**src/rtl/lac_defines.vh**
```
// Purpose: constants for the latch acknowledge controller
// Assumes: 100 MHz system clock
// Notes: times in ms, cycle counts derived from them; off delay given in cycles
`ifndef LAC_DEFINES_VH
`define LAC_DEFINES_VH
`define LAC_CLK_HZ 100000000
`define LAC_LONG_PRESS_MS 1000
`define LAC_LAMP_PHASE_MS 1000
`define LAC_MS_TO_CYC(ms) (((ms) * (`LAC_CLK_HZ / 1000)))
`define LAC_LONG_PRESS_CYC `LAC_MS_TO_CYC(`LAC_LONG_PRESS_MS)
`define LAC_LAMP_PHASE_CYC `LAC_MS_TO_CYC(`LAC_LAMP_PHASE_MS)
`define LAC_OFF_DLY_CYC 100
// Long-press scope setting codes
`define LAC_SCOPE_NOTHING 3'h0
`define LAC_SCOPE_LEDS_NO_PW 3'h1
`define LAC_SCOPE_LEDS 3'h2
`define LAC_SCOPE_LEDS_AND_OUTPUTS 3'h3
`define LAC_SCOPE_EVERYTHING 3'h4
`define LAC_SCOPE_RST 3'h1
// Register map (word addresses)
`define LAC_ADDR_CTRL 4'h0
`define LAC_ADDR_CMD 4'h1
`define LAC_ADDR_STATUS 4'h2
`define LAC_ADDR_SG_ACK 4'h3
`define LAC_ADDR_LED_LAT 4'h4
`define LAC_ADDR_OUT_LAT 4'h5
`define LAC_ADDR_SCADA_LAT 4'h6
`define LAC_ADDR_TRIP_LAT 4'h7
// CTRL fields
`define LAC_CTRL_SCOPE_LSB 0
`define LAC_CTRL_REMOTE_EN 3
`define LAC_CTRL_EDIT_MODE 4
`define LAC_CTRL_PW_EMPTY 5
`define LAC_CTRL_RST 8'h09
// CMD bits
`define LAC_CMD_LED 0
`define LAC_CMD_OUT 1
`define LAC_CMD_SCADA 2
`define LAC_CMD_ALL 3
`define LAC_CMD_CONFIRM 4
`define LAC_CMD_PW_OK 5
`define LAC_CMD_CANCEL 6
`endif

```
**src/rtl/lac_key_timer.v**
```verilog
// Purpose: classify clear-key presses as short or long
// Assumes: key input already debounced, synchronous
// Notes: long action fires once per press
`timescale 1ns/1ps
`include "lac_defines.vh"
module lac_key_timer #(
  parameter LONG_CYC = `LAC_LONG_PRESS_CYC,
  parameter CW = 27
)(
  input wire i_clk,
  input wire i_rst_n,
  input wire i_key,
  input wire i_block,
  output reg o_short,
  output reg o_long
);
  reg [CW-1:0] cnt_r;
  reg key_d_r;
  reg fired_r;
  always @(posedge i_clk or negedge i_rst_n)
  begin
    if (!i_rst_n)
    begin
      cnt_r <= {CW{1'b0}};
      key_d_r <= 1'b0;
      fired_r <= 1'b0;
      o_short <= 1'b0;
      o_long <= 1'b0;
    end
    else
    begin
      key_d_r <= i_key & ~i_block;
      o_short <= 1'b0;
      o_long <= 1'b0;
      if (i_key & ~i_block)
      begin
        if (!fired_r && cnt_r == LONG_CYC[CW-1:0] - 1'b1)
        begin
          o_long <= 1'b1;
          fired_r <= 1'b1;
        end
        if (!fired_r)
          cnt_r <= cnt_r + 1'b1;
      end
      else
      begin
        if (key_d_r && !fired_r && !i_block)
          o_short <= 1'b1;
        cnt_r <= {CW{1'b0}};
        fired_r <= 1'b0;
      end
    end
  end
endmodule // lac_key_timer

```
**src/rtl/lac_lamp_test.v**
```verilog
// Purpose: red then green LED lamp test
// Assumes: start is a one-cycle pulse
// Notes: a new start restarts the sequence
`timescale 1ns/1ps
`include "lac_defines.vh"
module lac_lamp_test #(
  parameter PHASE_CYC = `LAC_LAMP_PHASE_CYC,
  parameter CW = 27
)(
  input wire i_clk,
  input wire i_rst_n,
  input wire i_start,
  output reg o_red,
  output reg o_green
);
  reg [CW-1:0] cnt_r;
  always @(posedge i_clk or negedge i_rst_n)
  begin
    if (!i_rst_n)
    begin
      cnt_r <= {CW{1'b0}};
      o_red <= 1'b0;
      o_green <= 1'b0;
    end
    else if (i_start)
    begin
      cnt_r <= {CW{1'b0}};
      o_red <= 1'b1;
      o_green <= 1'b0;
    end
    else if (o_red | o_green)
    begin
      if (cnt_r == PHASE_CYC[CW-1:0] - 1'b1)
      begin
        cnt_r <= {CW{1'b0}};
        o_green <= o_red;
        o_red <= 1'b0;
      end
      else
        cnt_r <= cnt_r + 1'b1;
    end
  end
endmodule // lac_lamp_test

```
**src/rtl/lac_ctrl.v**
```verilog
// Purpose: acknowledge controller for latched LEDs, outputs, SCADA, trips
// Assumes: synchronous inputs, one 100 MHz clock
// Notes: latches are set here from source signals, cleared by acknowledge
// Summary of operation
// - Collective SCADA command clears all latched SCADA signals.
// - Switchgear acknowledge clears only that switchgear's latched trip.
// - Combined command clears LEDs, outputs, SCADA and trips together.
// - Clear key ignored while panel is in parameter-editing mode.
// - Collective commands still work in parameter-editing mode.
// - Short press opens selection; clearing waits for confirm softkey.
// - One-second hold acknowledges configured scope without the selection step.
// - Nothing scope: long press does nothing.
// - Scope resets to LEDs without password.
// - LEDs scope clears LEDs after password.
// - LEDs-and-outputs scope clears LEDs and outputs after password.
// - Everything scope clears all four categories after password.
// - Every LED acknowledge starts red then green lamp test.
// - Paths other than nothing and passwordless LEDs may need password.
// - Empty first-level password skips prompt for outputs, SCADA, trips.
// - Latch clears only if its source signal is inactive.
// - Remote disabled: only panel acknowledges take effect.
// - Output latch releases only after its switch-off delay elapses.
`timescale 1ns/1ps
`include "lac_defines.vh"
module lac_ctrl #(
  parameter N_LED = 14,
  parameter N_OUT = 8,
  parameter N_SCADA = 16,
  parameter N_SG = 4,
  parameter LONG_CYC = `LAC_LONG_PRESS_CYC,
  parameter LAMP_CYC = `LAC_LAMP_PHASE_CYC,
  parameter OFF_DLY_CYC = `LAC_OFF_DLY_CYC,
  parameter CW = 27
)(
  input wire i_clk,
  input wire i_rst_n,
  input wire [3:0] i_addr,
  input wire [31:0] i_wdata,
  input wire i_wr,
  input wire i_rd,
  output reg [31:0] o_rdata,
  input wire i_clear_key,
  input wire [N_LED-1:0] i_led_src,
  input wire [N_OUT-1:0] i_out_src,
  input wire [N_SCADA-1:0] i_scada_src,
  input wire [N_SG-1:0] i_trip_src,
  output reg [N_LED-1:0] o_led,
  output reg [N_OUT-1:0] o_out,
  output reg [N_SCADA-1:0] o_scada,
  output reg [N_SG-1:0] o_trip,
  output reg o_lamp_red,
  output reg o_lamp_green,
  output reg o_select_open,
  output reg o_pw_request
);
  localparam S_IDLE = 2'h0;
  localparam S_SELECT = 2'h1;
  localparam S_PW = 2'h2;

  reg [7:0] ctrl_r;
  reg [1:0] state_r;
  reg [1:0] state_nxt;
  reg [3:0] pend_r;
  reg [3:0] pend_nxt;
  reg [3:0] sel_r;
  reg [3:0] sel_nxt;
  reg [N_LED-1:0] led_lat_r;
  reg [N_OUT-1:0] out_lat_r;
  reg [N_SCADA-1:0] scada_lat_r;
  reg [N_SG-1:0] trip_lat_r;
  reg [N_OUT-1:0] out_rel_r;
  reg [15:0] off_cnt_r [0:N_OUT-1];
  reg [3:0] ack_nxt;
  reg [N_SG-1:0] sg_ack_nxt;
  wire key_short;
  wire key_long;
  wire lamp_red;
  wire lamp_green;
  wire [2:0] scope = ctrl_r[`LAC_CTRL_SCOPE_LSB+2:`LAC_CTRL_SCOPE_LSB];
  wire remote_en = ctrl_r[`LAC_CTRL_REMOTE_EN];
  wire edit_mode = ctrl_r[`LAC_CTRL_EDIT_MODE];
  wire pw_empty = ctrl_r[`LAC_CTRL_PW_EMPTY];
  wire wr_cmd = i_wr && i_addr == `LAC_ADDR_CMD;
  wire [6:0] cmd = wr_cmd ? i_wdata[6:0] : 7'h00;
  integer k;

  // Category mask from command bits: LED, OUT, SCADA, TRIP
  function [3:0] cmd_mask;
    input [6:0] c;
    begin
      cmd_mask = c[`LAC_CMD_ALL] ? 4'hF :
        {1'b0, c[`LAC_CMD_SCADA], c[`LAC_CMD_OUT], c[`LAC_CMD_LED]};
    end
  endfunction

  // Password required unless LEDs are not touched and level-1 password is empty
  function need_pw;
    input [3:0] m;
    input empty;
    begin
      need_pw = m[0] | ~empty;
    end
  endfunction

  lac_key_timer #(
    .LONG_CYC(LONG_CYC),
    .CW(CW)
  ) u_key (
    .i_clk(i_clk),
    .i_rst_n(i_rst_n),
    .i_key(i_clear_key),
    .i_block(edit_mode),
    .o_short(key_short),
    .o_long(key_long)
  );

  lac_lamp_test #(
    .PHASE_CYC(LAMP_CYC),
    .CW(CW)
  ) u_lamp (
    .i_clk(i_clk),
    .i_rst_n(i_rst_n),
    .i_start(ack_nxt[0]),
    .o_red(lamp_red),
    .o_green(lamp_green)
  );

  always @*
  begin
    state_nxt = state_r;
    pend_nxt = pend_r;
    sel_nxt = sel_r;
    ack_nxt = 4'h0;
    sg_ack_nxt = {N_SG{1'b0}};
    case (state_r)
      S_IDLE:
      begin
        if (key_long)
        begin
          case (scope)
            `LAC_SCOPE_LEDS_NO_PW: ack_nxt = 4'h1;
            `LAC_SCOPE_LEDS: pend_nxt = 4'h1;
            `LAC_SCOPE_LEDS_AND_OUTPUTS: pend_nxt = 4'h3;
            `LAC_SCOPE_EVERYTHING: pend_nxt = 4'hF;
            default: pend_nxt = 4'h0;
          endcase
          if (pend_nxt != 4'h0)
          begin
            if (need_pw(pend_nxt, pw_empty))
              state_nxt = S_PW;
            else
            begin
              ack_nxt = pend_nxt;
              pend_nxt = 4'h0;
            end
          end
        end
        else if (key_short)
        begin
          sel_nxt = 4'h0;
          state_nxt = S_SELECT;
        end
        else if (remote_en && cmd_mask(cmd) != 4'h0)
        begin
          pend_nxt = cmd_mask(cmd);
          if (need_pw(pend_nxt, pw_empty))
            state_nxt = S_PW;
          else
          begin
            ack_nxt = pend_nxt;
            pend_nxt = 4'h0;
          end
        end
      end
      S_SELECT:
      begin
        sel_nxt = sel_r | cmd_mask(cmd);
        if (cmd[`LAC_CMD_CONFIRM])
        begin
          if (sel_nxt == 4'h0)
            state_nxt = S_IDLE;
          else if (need_pw(sel_nxt, pw_empty))
          begin
            pend_nxt = sel_nxt;
            state_nxt = S_PW;
          end
          else
          begin
            ack_nxt = sel_nxt;
            state_nxt = S_IDLE;
          end
        end
        else if (cmd[`LAC_CMD_CANCEL])
          state_nxt = S_IDLE;
      end
      S_PW:
      begin
        if (cmd[`LAC_CMD_PW_OK])
        begin
          ack_nxt = pend_r;
          pend_nxt = 4'h0;
          state_nxt = S_IDLE;
        end
        else if (cmd[`LAC_CMD_CANCEL])
        begin
          pend_nxt = 4'h0;
          state_nxt = S_IDLE;
        end
      end
      default:
        state_nxt = S_IDLE;
    endcase
    if (remote_en && i_wr && i_addr == `LAC_ADDR_SG_ACK)
      sg_ack_nxt = i_wdata[N_SG-1:0];
  end

  always @(posedge i_clk or negedge i_rst_n)
  begin
    if (!i_rst_n)
    begin
      ctrl_r <= `LAC_CTRL_RST;
      state_r <= S_IDLE;
      pend_r <= 4'h0;
      sel_r <= 4'h0;
      led_lat_r <= {N_LED{1'b0}};
      out_lat_r <= {N_OUT{1'b0}};
      scada_lat_r <= {N_SCADA{1'b0}};
      trip_lat_r <= {N_SG{1'b0}};
      out_rel_r <= {N_OUT{1'b0}};
      for (k = 0; k < N_OUT; k = k + 1)
        off_cnt_r[k] <= 16'h0000;
    end
    else
    begin
      if (i_wr && i_addr == `LAC_ADDR_CTRL)
        ctrl_r <= i_wdata[7:0];
      state_r <= state_nxt;
      pend_r <= pend_nxt;
      sel_r <= sel_nxt;
      // clear only inactive sources; set wins
      led_lat_r <= i_led_src | (led_lat_r & ~({N_LED{ack_nxt[0]}}));
      scada_lat_r <= i_scada_src | (scada_lat_r & ~({N_SCADA{ack_nxt[2]}}));
      trip_lat_r <= i_trip_src | (trip_lat_r & ~({N_SG{ack_nxt[3]}} | sg_ack_nxt));
      for (k = 0; k < N_OUT; k = k + 1)
      begin
        if (i_out_src[k])
        begin
          out_lat_r[k] <= 1'b1;
          out_rel_r[k] <= 1'b0;
          off_cnt_r[k] <= 16'h0000;
        end
        else if (ack_nxt[1] && out_lat_r[k])
        begin
          out_rel_r[k] <= 1'b1;
          off_cnt_r[k] <= 16'h0000;
        end
        else if (out_rel_r[k])
        begin
          if (off_cnt_r[k] == OFF_DLY_CYC[15:0] - 16'h0001)
          begin
            out_lat_r[k] <= 1'b0;
            out_rel_r[k] <= 1'b0;
          end
          else
            off_cnt_r[k] <= off_cnt_r[k] + 16'h0001;
        end
      end
    end
  end

  // Registered outputs and read data
  always @(posedge i_clk or negedge i_rst_n)
  begin
    if (!i_rst_n)
    begin
      o_rdata <= 32'h00000000;
      o_led <= {N_LED{1'b0}};
      o_out <= {N_OUT{1'b0}};
      o_scada <= {N_SCADA{1'b0}};
      o_trip <= {N_SG{1'b0}};
      o_lamp_red <= 1'b0;
      o_lamp_green <= 1'b0;
      o_select_open <= 1'b0;
      o_pw_request <= 1'b0;
    end
    else
    begin
      o_led <= (lamp_red | lamp_green) ? {N_LED{1'b1}} : (led_lat_r | i_led_src);
      o_out <= out_lat_r | i_out_src;
      o_scada <= scada_lat_r | i_scada_src;
      o_trip <= trip_lat_r | i_trip_src;
      o_lamp_red <= lamp_red;
      o_lamp_green <= lamp_green;
      o_select_open <= state_r == S_SELECT;
      o_pw_request <= state_r == S_PW;
      o_rdata <= 32'h00000000;
      if (i_rd)
      begin
        case (i_addr)
          `LAC_ADDR_CTRL: o_rdata <= {24'h000000, ctrl_r};
          `LAC_ADDR_STATUS: o_rdata <= {22'h000000, lamp_green, lamp_red,
            pend_r, state_r, sel_r[1:0]};
          `LAC_ADDR_LED_LAT: o_rdata[N_LED-1:0] <= led_lat_r;
          `LAC_ADDR_OUT_LAT: o_rdata[N_OUT-1:0] <= out_lat_r;
          `LAC_ADDR_SCADA_LAT: o_rdata[N_SCADA-1:0] <= scada_lat_r;
          `LAC_ADDR_TRIP_LAT: o_rdata[N_SG-1:0] <= trip_lat_r;
          default: o_rdata <= 32'h00000000;
        endcase
      end
    end
  end
endmodule // lac_ctrl

```
**config.mk**
```make
export PLATFORM = sky130hd
export DESIGN_NAME = lac_ctrl
export DESIGN_NICKNAME = d
export VERILOG_FILES = /design/src/rtl/lac_key_timer.v /design/src/rtl/lac_lamp_test.v /design/src/rtl/lac_ctrl.v
export VERILOG_INCLUDE_DIRS = /design/src /design/src/rtl
export SDC_FILE = /design/constraint.sdc
export NUM_CORES = 1
export LEC_CHECK = 0
export BUFFER_PORTS_ARGS = -buffer_cell sky130_fd_sc_hd__buf_2
export CORE_ASPECT_RATIO = 1.2
export CORE_MARGIN = 8
export CORE_UTILIZATION = 60
export CTS_BUF_LIST = sky130_fd_sc_hd__clkbuf_4
export DETAILED_ROUTE_END_ITERATION = 12
export GPL_ROUTABILITY_DRIVEN = 0
export PLACE_DENSITY_LB_ADDON = 0.25
export SLEW_MARGIN = 5
export SYNTH_ARGS = -nofsm -noshare
export SYNTH_HDL_FRONTEND = slang
export SYNTH_HIERARCHICAL = 1
export SYNTH_SLANG_ARGS = --single-unit
```
**constraint.sdc**
```tcl
create_clock -name i_clk -period 4.15 [get_ports i_clk]
set_input_delay 1.245 -clock i_clk [delete_from_list [all_inputs] [get_ports i_clk]]
set_output_delay 1.245 -clock i_clk [all_outputs]
set_load 0.05 [all_outputs]
```
==> metrics.txt, run 1 <==
# hold bufs at CTS 0; Slew Limit Fails 0; leading post-synthesis cells by cell area dfrtp_1, nor2_1, xor2_1; pre-CTS WS 0.318 ns; final net count 1,807; area leader, netlist dfrtp_1; Worst EP arrival around 4.1 ns; EDFF count, synth 0; DRT antenna net count 0; post-synthesis sequential area ratio 50.9%; die area 31,500 um2; Final WS setup 0.742 ns; Clk pwr share about 38%; Buffers on Ports 120; commonest non-fill, non-tap cells in the layout dfrtp_1, nor2_1, buf_2, clkbuf_4, nand2_1; pwr dens just under 400 nW/um2; synth unique cells about 90; First-pass DRT Iterations 7; fillers 2,086; max-cap violations 0; Syn. warnings 6; area share of the largest cell type after synthesis about half; dpl cells approximately 2,000; Net Sw Frac roughly 29%; CTS root buffer clkbuf_4; die span in x around 160 um; Finished Layout Cells between 2,000 and 2,500; outcome completed; footprint of the multi-input gates roughly 7200 um2; grt total ovfl 0; required time worst endpoint approximately 4.8 ns; Max Root-Sink Buffers 3; measured slew at the worst slew-check pin about 1.1 ns; Min-Delay Path Class reg -> reg; Setup TNS Final 0 ns; relative slew slack between 20% and 30%; DRC Markers 0; sequential power share between 40% and 50%; Mapped Cells approximately 1,500; Post-CTS Setup Inserts 0; Final period util ~82%; Vias per Instance ~5.9; Initial Utilization between 60 and 70%; Final HPWL DP 26,000 um; DR iter-0 viols 1,038; critical path type reg -> reg; Final setup viols 0; WP buf/inv 1; largest net degree at the start of global routing 89; crit-path max FO 16; initial antenna violation count 7; clk sinks 318; ys async rst share 100%; Post-Route Utilization between 60% and 70%; GRT Overall Usage between 20% and 30%; TritonCTS clock tree done; slowest CP cell or4b_1; Post-CTS Resized 0; Worst VDD drop ~250 uV; area post-placement 16,400 um2; synthesis-to-layout area growth 11.5%; fmax just under 0.3 GHz; H-Tree Depth 3; clk slew on worst S/H paths about 0.07 ns; Logic pwr share 12.6%; Worst setup EP type flop; Psw around 0.002 W; worst skew pair latency roughly 0.7 ns; Post-Syn Area around 16,000 um2; top_reg_cell synth dfrtp_1; I/O Pins 161; Fin Clk Skew 0.0446 ns; most common cell after layout, fill and taps aside dfrtp_1; number of global-route vias before repair 12,600; static leakage slightly above 7 nW; DIE HEIGHT between 150 and 200 um; register area 7960 um2; Avg Synthesized Cell Area 10.1 um2; share of cells above drive strength 1 18.5%; Final min period 3.41 ns; Hold Fails Final Rpt 0; Detailed Route WL roughly 37,000 um; CP cell instances or3b_4 > o211a_1 > a2111oi_1 > o21ai_1 > inv_1 > nor3_1 > or4b_1 > or4_1 > a21oi_1; vias approximately 12,000; first-pass GRT wire length slightly above 60,000 um; row count between 60 and 70; RSZ-0062 raised after global routing no; Routed wire per std cell 17.8 um; slowest stage delay, CP about 0.73 ns; cell area after layout about 17,000 um2; placeable core area around 26,000 um2; Pint about 0.0048 W; flop and latch count out of synthesis between 300 and 400; CTS buffer count 81; CP top delay family simple AND/OR/NAND/NOR gates; CP Launch Type flop
==> layer usage <==
layer	global-route usage (%)	vias up	part of all wire, %
met5	0	-	0.11
met4	10.4	6	3.0
met3	5.21	98	6.1
met2	40.4	343	51
met1	28.9	6127	40
li1	-	5888	-
==> cells by family after synthesis <==
group	Yosys count	share of synthesized area, %
XOR/XNOR	134	7.50
multiplexers	24	1.62
buffers and inverters	111	3.75
other	1	0.0240
adder cells (fa/ha/maj)	15	1.20
AND/OR/NAND/NOR	695	23.8
AO/OA/AOI/OAI	248	11.3
flip-flops	318	50.9
==> worst register-to-register path, stage by stage, from the launching register on <==
cell       delay, ns
dfrtp_1         0.57
or3b_4          0.47
o211a_1         0.14
a2111oi_1       0.33
o21ai_1         0.17
inv_1           0.11
nor3_1          0.08
or4b_1          0.73
or4_1           0.59
a21oi_1         0.15
==> registers in the layout (all words and copies together), names as in the netlist, 8 cells and up <==
signal,flops
ctrl_r,8
off_cnt_r,128
o_led,14
out_lat_r,8
out_rel_r,8
u_key/cnt_r,27
o_out,8
led_lat_r,14
scada_lat_r,16
u_lamp/cnt_r,27
o_scada,16
o_rdata,16
==> cells in the mapped netlist, types with 10 or more instances <==
| cell | number |
|---|---|
| clkbuf_1 | 27 |
| o21ai_0 | 36 |
| ha_1 | 15 |
| buf_4 | 18 |
| and2_1 | 10 |
| nand2_1 | 102 |
| nand3_1 | 54 |
| mux2i_1 | 14 |
| a21o_1 | 34 |
| a21oi_1 | 70 |
| nor3_1 | 42 |
| dfrtp_1 | 316 |
| xnor2_1 | 64 |
| or3_1 | 34 |
| xor2_1 | 70 |
| and3_1 | 38 |
| o31ai_1 | 19 |
| nor4_1 | 33 |
| inv_1 | 41 |
| and4_1 | 10 |
| nor2b_1 | 10 |
| nor3b_1 | 11 |
| nand4_1 | 54 |
| or2_2 | 29 |
| or4_1 | 28 |
| buf_6 | 12 |
| nor2_1 | 192 |
==> layout make-up <==
| cell class | count | share of cell area [%] |
|---|---|---|
| flip-flops and latches | 318 | 45.6 |
| multi-input cells | 1132 | 41.0 |
| clock buffers | 113 | 4.86 |
| repair buffers | 135 | 4.36 |
| well taps | 330 | 2.37 |
| inverters | 41 | 0.882 |
| clock inverters | 26 | 0.818 |
| diodes | 4 | 0.0574 |
==> path summary, 6_finish.rpt <==
kind	depth (start not counted)	endpoint	slack (ns)	startpoint
worst min register to register	1	o_scada[6]$_DFF_PN0_	0.47	scada_lat_r[6]$_DFF_PN0_
max in group asynchronous	2	ctrl_r[0]$_DFFE_PN1P_	2.68	i_rst_n
min in group asynchronous	1	off_cnt_r[28]$_DFFE_PN0P_	0.55	i_rst_n
worst max-delay path	9	u_lamp/cnt_r[19]$_DFFE_PN0P_	0.74	ctrl_r[2]$_DFFE_PN0P_
worst min-delay path	1	o_scada[6]$_DFF_PN0_	0.47	scada_lat_r[6]$_DFF_PN0_
worst max register to register	9	u_lamp/cnt_r[19]$_DFFE_PN0P_	0.74	ctrl_r[2]$_DFFE_PN0P_
==> power by group through the flow <==
stage / registers, W / clock network [W] / logic (W)
final: 0.00335 / 0.00258 / 0.000857
after floorplan: 0.00339 / 0 / 0.000581
after detailed placement: 0.00340 / 0 / 0.000846
after CTS: 0.00334 / 0.00266 / 0.000851
after global routing: 0.00336 / 0.00283 / 0.000940
after global placement: 0.00339 / 0 / 0.000829
==> stage by stage <==
stage	total power, W	hold slack, ns
after floorplan	0.00397	0.444
after global placement	0.00422	0.468
after detailed placement	0.00424	0.480
after CTS	0.00685	0.471
after global routing	0.00714	0.476
final	0.00678	0.474
(Power assumes the default switching activity.)
==> run 2: changes to the inputs <==
- ABC_AREA: unset -> 1
- CORE_UTILIZATION: 60 -> 56
- clock period: 4.15 -> 3.1 ns (I/O delays scaled with it)
==> run 2 against run 1 <==
Against the previous run:
- clock skew decreased by 0.0098 ns
- combinational power up 21%
- total power grew 33%
- count of clock-buffer cells in the layout fell by 3
- core utilization shrank 5.2 points
- final cell count grew 36%
- cell area up 12%
- routed wire length up 14%
- register-to-register slack worse by 0.42 ns
- critical path type unchanged
==> metrics.txt, run 2 <==
vias approximately 15,000; area post-placement about 19,000 um2; CP top delay family simple AND/OR/NAND/NOR gates; Worst setup EP type flop; reg2reg start ctrl_r[0]$_DFFE_PN1P_; largest registers off_cnt_r x128, u_key/cnt_r x27, u_lamp/cnt_r x27; flop and latch count out of synthesis roughly 320; GR Util met2 a little under two fifths; Fin Clk Skew between 0.03 and 0.04 ns; Max Root-Sink Buffers 3; max FFs per register 128; synthesis-to-layout area growth 11.9%; First-pass DRT Iterations 5; crit-path max FO 5; max-cap violations 0; static leakage 9.78 nW; synth unique cells 50; # hold bufs at CTS 0; Post-Route Utilization a little over three fifths; Setup TNS Final 0 ns; Min-Delay Path Class in -> async; first-pass GRT wire length around 71,000 um; Mapped Cells approximately 2,200; Largest Register off_cnt_r; Initial Utilization 56.4%; Routed wire per std cell approximately 15 um; Final WS setup 0.319 ns; Worst VDD drop about 300 uV; share of cells above drive strength 1 ~14%; I/O Pins approximately 160; TritonCTS clock tree done; most common cell after layout, fill and taps aside nand2_1; Buffers on Ports 120; CTS buffer count 82; Avg Synthesized Cell Area ~7.8 um2; pre-CTS WS approximately 0.074 ns; Net Sw Frac between 20% and 30%; Final period util 89.7%; EDFF count, synth 0; row count 71; Vias per Instance approximately 5.4; top_reg_cell synth dfrtp_1; placeable core area roughly 31,000 um2; area share of the largest cell type after synthesis 45.2%; Post-CTS Resized 0; sequential power share slightly below 50%; CTS root buffer clkbuf_4; Syn. warnings 6; number of global-route vias before repair between 15,000 and 20,000; grt peak-use layer met2; required time worst endpoint 3.72 ns; ys async rst share 100%; CP cell instances inv_1 > nand3_1 > o21ai_0 > nor3_1 > o21ai_0 > o21ai_0 > nand2_1 > inv_1 > inv_2 > nand2_2 > nand3_1 > nor2_2 > nand3_1 > nand2_1 > nand2_1 > nor2_1; slowest stage delay, CP about 0.56 ns; clk slew on worst S/H paths 0.07 ns; Worst EP arrival between 3 and 4 ns; WP buf/inv 3; worst skew pair latency between 0.7 and 0.8 ns; measured slew at the worst slew-check pin 0.913 ns; CP Launch Type flop; post-synthesis sequential area ratio a little under half; area leader, netlist dfrtp_1; outcome completed; largest net degree at the start of global routing between 80 and 90; Post-CTS Setup Inserts 0; H-Tree Depth 3; cell area after layout just under 20,000 um2; RSZ-0062 raised after global routing no; commonest non-fill, non-tap cells in the layout nand2_1, inv_1, dfrtp_1, nor2_1, nand4_1; slowest CP cell dfstp_2; leading post-synthesis cells by cell area dfrtp_1, nand2_1, nand4_1; Final min period between 2 and 3 ns; R2R depth 16; Detailed Route WL 42,400 um; FF-to-FF End u_lamp/cnt_r[20]$_DFFE_PN0P_; fmax ~0.36 GHz; R2R Setup Slk 0.32 ns; Logic pwr share about 12%; DIE HEIGHT approximately 210 um; grt total ovfl 0; pwr dens ~460 nW/um2; Final HPWL DP 30,400 um; Commonest cells post-synth nand2_1, inv_1, dfrtp_1; final net count ~2,500; DR iter-0 viols between 1,000 and 1,500; Final setup viols 0; initial antenna violation count 3; GRT Overall Usage approximately 23%; Psw approximately 0.0026 W; Clk pwr share 39.7%; M3 GR Usage 4.46%; DRT antenna net count 0; relative slew slack about two fifths; Post-Syn Area 17,500 um2; met1 Use GR between 20% and 30%; die span in x roughly 180 um; DRC Markers 0; top-count cell post-synth nand2_1; clk sinks between 300 and 400; die area 37,100 um2; critical path type reg -> reg; Pint between 0.006 and 0.007 W; Hold Fails Final Rpt 0; Slew Limit Fails 0
-- run 2: cell types whose count changed in the layout (fill, tap and decap cells not counted), sizes merged, moves of 31 or more --
cell   previous run  this run
and3             40         1
nand2           102       484
nand3            54       147
nor3             42        73
a21oi            70        37
or3              34         0
xnor2            64        19
nand4            55       212
inv              43       348
nor2            192       261
-- run 2: routing by layer --
metal	wire length, um	up-vias	part of all wire, %
li1	-	7606	-
met1	18200	7287	43
met2	20400	401	48
met3	2280	96	5.4
met4	1500	2	3.5
met5	12	-	0.028
-- run 2: power groups by stage --
stage,Sequential [W],Clock [W],Combinational [W]
global route,0.00440,0.00392,0.00116
detailed placement,0.00447,0,0.00103
CTS,0.00439,0.00372,0.00103
floorplan,0.00450,0,0.000631
global placement,0.00446,0,0.00100
finish,0.00439,0.00358,0.00104
-- run 2: how the worst max path moves through the flow --
stage                                      from                           end  slack [ns]  cells after the start
after floorplan                       i_addr[0]  u_lamp/cnt_r[20]$_DFFE_PN0P_        0.28                     16
after detailed placement              i_addr[0]  u_lamp/cnt_r[20]$_DFFE_PN0P_        0.07                     17
final                     ctrl_r[0]$_DFFE_PN1P_  u_lamp/cnt_r[20]$_DFFE_PN0P_        0.32                     16
after global placement                i_addr[0]  u_lamp/cnt_r[20]$_DFFE_PN0P_        0.08                     17
after CTS                 ctrl_r[0]$_DFFE_PN1P_  u_lamp/cnt_r[13]$_DFFE_PN0P_        0.37                     16
after global routing      ctrl_r[0]$_DFFE_PN1P_  u_lamp/cnt_r[20]$_DFFE_PN0P_        0.14                     16
-- run 2: cells by family (layout without fill, tap and decap cells) --
kind of cell    Yosys count  after routing  synth area share, %
buf+inv                 430            648                 10.1
flops                   318            318                 45.6
other cells               1             18               0.0215
compound gates          136            136                 4.45
simple gates           1219           1219                 33.4
mux                       2              2                0.129
xor+xnor                106            106                 5.31
fa+ha+maj                15             15                 1.07
-- run 2: cell type report --
cell class                      instances  area [um2]
Antenna cell                            2        5.00
Clock buffer                          110         826
Clock inverter                         39         213
Fill cell                            2786       11400
Inverter                              347        1300
Multi-Input combinational cell       1494        7810
Sequential cell                       318        7960
Tap cell                              401         502
Timing Repair Buffer                  152         938
-- run 2: worst reg2reg max path, cell delays in order, from the launching register on --
cell and delay, ns:
dfstp_2 0.56, inv_1 0.07, nand3_1 0.14, o21ai_0 0.20, nor3_1 0.28, o21ai_0 0.13
o21ai_0 0.10, nand2_1 0.07, inv_1 0.15, inv_2 0.06, nand2_2 0.12, nand3_1 0.16
nor2_2 0.27, nand3_1 0.15, nand2_1 0.09, nand2_1 0.05, nor2_1 0.08
-- run 2: metrics by stage --
step / hold WS (ns) / total power, W / instances
after global placement: 0.438 / 0.00547 / 2712
final: 0.215 / 0.00901 / 2863
after CTS: 0.204 / 0.00914 / 2861
after floorplan: 0.414 / 0.00513 / 2242
after detailed placement: 0.446 / 0.00550 / 2712
after global routing: 0.254 / 0.00948 / 2863
==> run 3: changes to the inputs <==
- BUFFER_PORTS_ARGS: -buffer_cell sky130_fd_sc_hd__buf_2 -> unset
- CORE_UTILIZATION: 56 -> 60
- DONT_BUFFER_PORTS: unset -> 1
==> run 3 against run 2 <==
Against the previous run:
- the flow now finishes with violations (hold timing)
- die area shrank 6.1%
- worst setup slack improved by 0.084 ns
- critical path depth decreased by 1
- first-iteration DRC count grew 11%
- worst hold slack got worse by 0.28 ns
- final cell count shrank 5.5%
- clock skew rose by 0.0067 ns
- clock power is 4% lower
- global-route usage rose by 0.98 points
- critical path type unchanged
- critical endpoint unchanged
- largest power group unchanged
==> metrics.txt, run 3 (synthesis gave the netlist of run 2 again) <==
largest net degree at the start of global routing 319; max FFs per register approximately 130; grt total ovfl 0; DRT antenna net count 0; H-Tree Depth 3; Detailed Route WL 41,100 um; max-cap violations 0; failing checks hold timing; clk slew on worst S/H paths about 0.060 ns; area post-placement ~18,000 um2; GRT Overall Usage 23.9%; WP buf/inv 3; final net count roughly 2,400; TritonCTS clock tree done; Hold Fails Final Rpt 35; Max Root-Sink Buffers 3; Slew Limit Fails 0; CP top delay family simple AND/OR/NAND/NOR gates; relative slew slack between 30% and 40%; pwr dens about 470 nW/um2; slowest stage delay, CP around 0.56 ns; Worst VDD drop roughly 300 uV; I/O Pins around 160; placeable core area 28,800 um2; Buffers on Ports 0; Routed wire per std cell ~15 um; worst skew pair latency between 0.7 and 0.8 ns; Setup TNS Final 0 ns; static leakage 9.23 nW; CP cell instances inv_1 > nand3_1 > o21ai_0 > nor3_1 > o21ai_0 > o21ai_0 > nand2_1 > inv_1 > inv_2 > nand2_2 > nand3_1 > nor2_2 > nand3_1 > nor2_1 > nor2_1; Post-CTS Setup Inserts 0; Hold WS -0.0695 ns; Final setup viols 0; RSZ-0062 raised after global routing no; initial antenna violation count 5; commonest non-fill, non-tap cells in the layout nand2_1, inv_1, dfrtp_1, nor2_1, nand4_1; critical path type reg -> reg; die span in x about 170 um; clk sinks 318; required time worst endpoint about 3.7 ns; footprint of the multi-input gates ~7800 um2; Worst setup EP type flop; Initial Utilization between 60% and 70%; most common cell after layout, fill and taps aside nand2_1; Final period util between 80% and 90%; crit-path max FO 5; outcome finished, violations left; measured slew at the worst slew-check pin ~0.91 ns; Final HPWL DP a little under 30,000 um; Fin Clk Skew 0.0415 ns; synthesis-to-layout area growth 6.84%; cell area after layout about 19,000 um2; die area ~35,000 um2; First-pass DRT Iterations 6; CTS buffer count 80; Vias per Instance roughly 5.5; DR iter-0 viols approximately 1,300; DIE HEIGHT 203 um; first-pass GRT wire length roughly 70,000 um; slowest CP cell dfstp_2; Min-Delay Path Class in -> async; CTS root buffer clkbuf_4; DRC Markers 0; row count 68; Largest Register off_cnt_r; number of global-route vias before repair between 10,000 and 15,000; CP Launch Type flop; R2R Setup Slk between 0.4 and 0.5 ns; largest registers off_cnt_r x128, u_key/cnt_r x27, u_lamp/cnt_r x27; vias ~15,000; Worst EP arrival approximately 3.3 ns; fmax around 0.37 GHz; share of cells above drive strength 1 ~9%; Final min period between 2 and 3 ns; register area ~8000 um2; Post-CTS Resized 0; fillers 2,528
==> run 3: where the power goes <==
| part | internal, W | total [W] | switching [W] | leakage [nW] |
|---|---|---|---|---|
| combinational | 0.000223 | 0.000792 | 0.000570 | 4.69 |
| clock | 0.00177 | 0.00345 | 0.00169 | 0.597 |
| sequential | 0.00428 | 0.00446 | 0.000183 | 3.94 |
| total | 0.00627 | 0.00871 | 0.00244 | 9.23 |
==> run 3: area by class of cell <==
cell class                 count  area share [%]
inverter                     347            6.98
tap                          385            2.58
antenna                        5          0.0670
multi-input combinational   1494            41.8
timing repair buffer          16           0.643
sequential                   318            42.6
clock buffer                 113            4.54
clock inverter                27           0.737
==> run 3: worst paths after layout <==
kind | start | endpoint | depth (start not counted)
max in group asynchronous | i_rst_n | u_key/cnt_r[7]$_DFFE_PN0P_ | 0
hold / removal | i_rst_n | off_cnt_r[84]$_DFFE_PN0P_ | 0
hold reg to reg | scada_lat_r[13]$_DFF_PN0_ | o_scada[13]$_DFF_PN0_ | 2
setup reg to reg | ctrl_r[0]$_DFFE_PN1P_ | u_lamp/cnt_r[20]$_DFFE_PN0P_ | 15
min in group i_clk | i_out_src[6] | out_rel_r[6]$_DFF_PN0_ | 1
setup / recovery | ctrl_r[0]$_DFFE_PN1P_ | u_lamp/cnt_r[20]$_DFFE_PN0P_ | 15
==> run 3: stage by stage <==
step,power [W],utilization (%),instances,setup slack [ns]
after floorplan,0.00513,-,2242,0.283
after global placement,0.00529,61.5,2560,0.0964
after detailed placement,0.00531,61.5,2560,0.0981
after CTS,0.00881,64.9,2700,0.442
after global routing,0.00915,64.9,2705,0.107
final,0.00871,64.9,2705,0.403
==> run 3: worst register-to-register path, stage by stage (launching register included) <==
cell     delay, ns
dfstp_2       0.56
inv_1         0.07
nand3_1       0.15
o21ai_0       0.19
nor3_1        0.26
o21ai_0       0.10
o21ai_0       0.11
nand2_1       0.09
inv_1         0.12
inv_2         0.09
nand2_2       0.12
nand3_1       0.17
nor2_2        0.27
nand3_1       0.15
nor2_1        0.12
nor2_1        0.05
==> run 3: metal layers <==
metal / vias to the layer above / global-route usage, % / share of wire (%)
met3: 105 / 5.05 / 6.9
met1: 7049 / 30.0 / 41
met2: 449 / 39.0 / 48
li1: 7369 / - / -
met5: - / 0 / 0.032
met4: 2 / 11.0 / 3.3
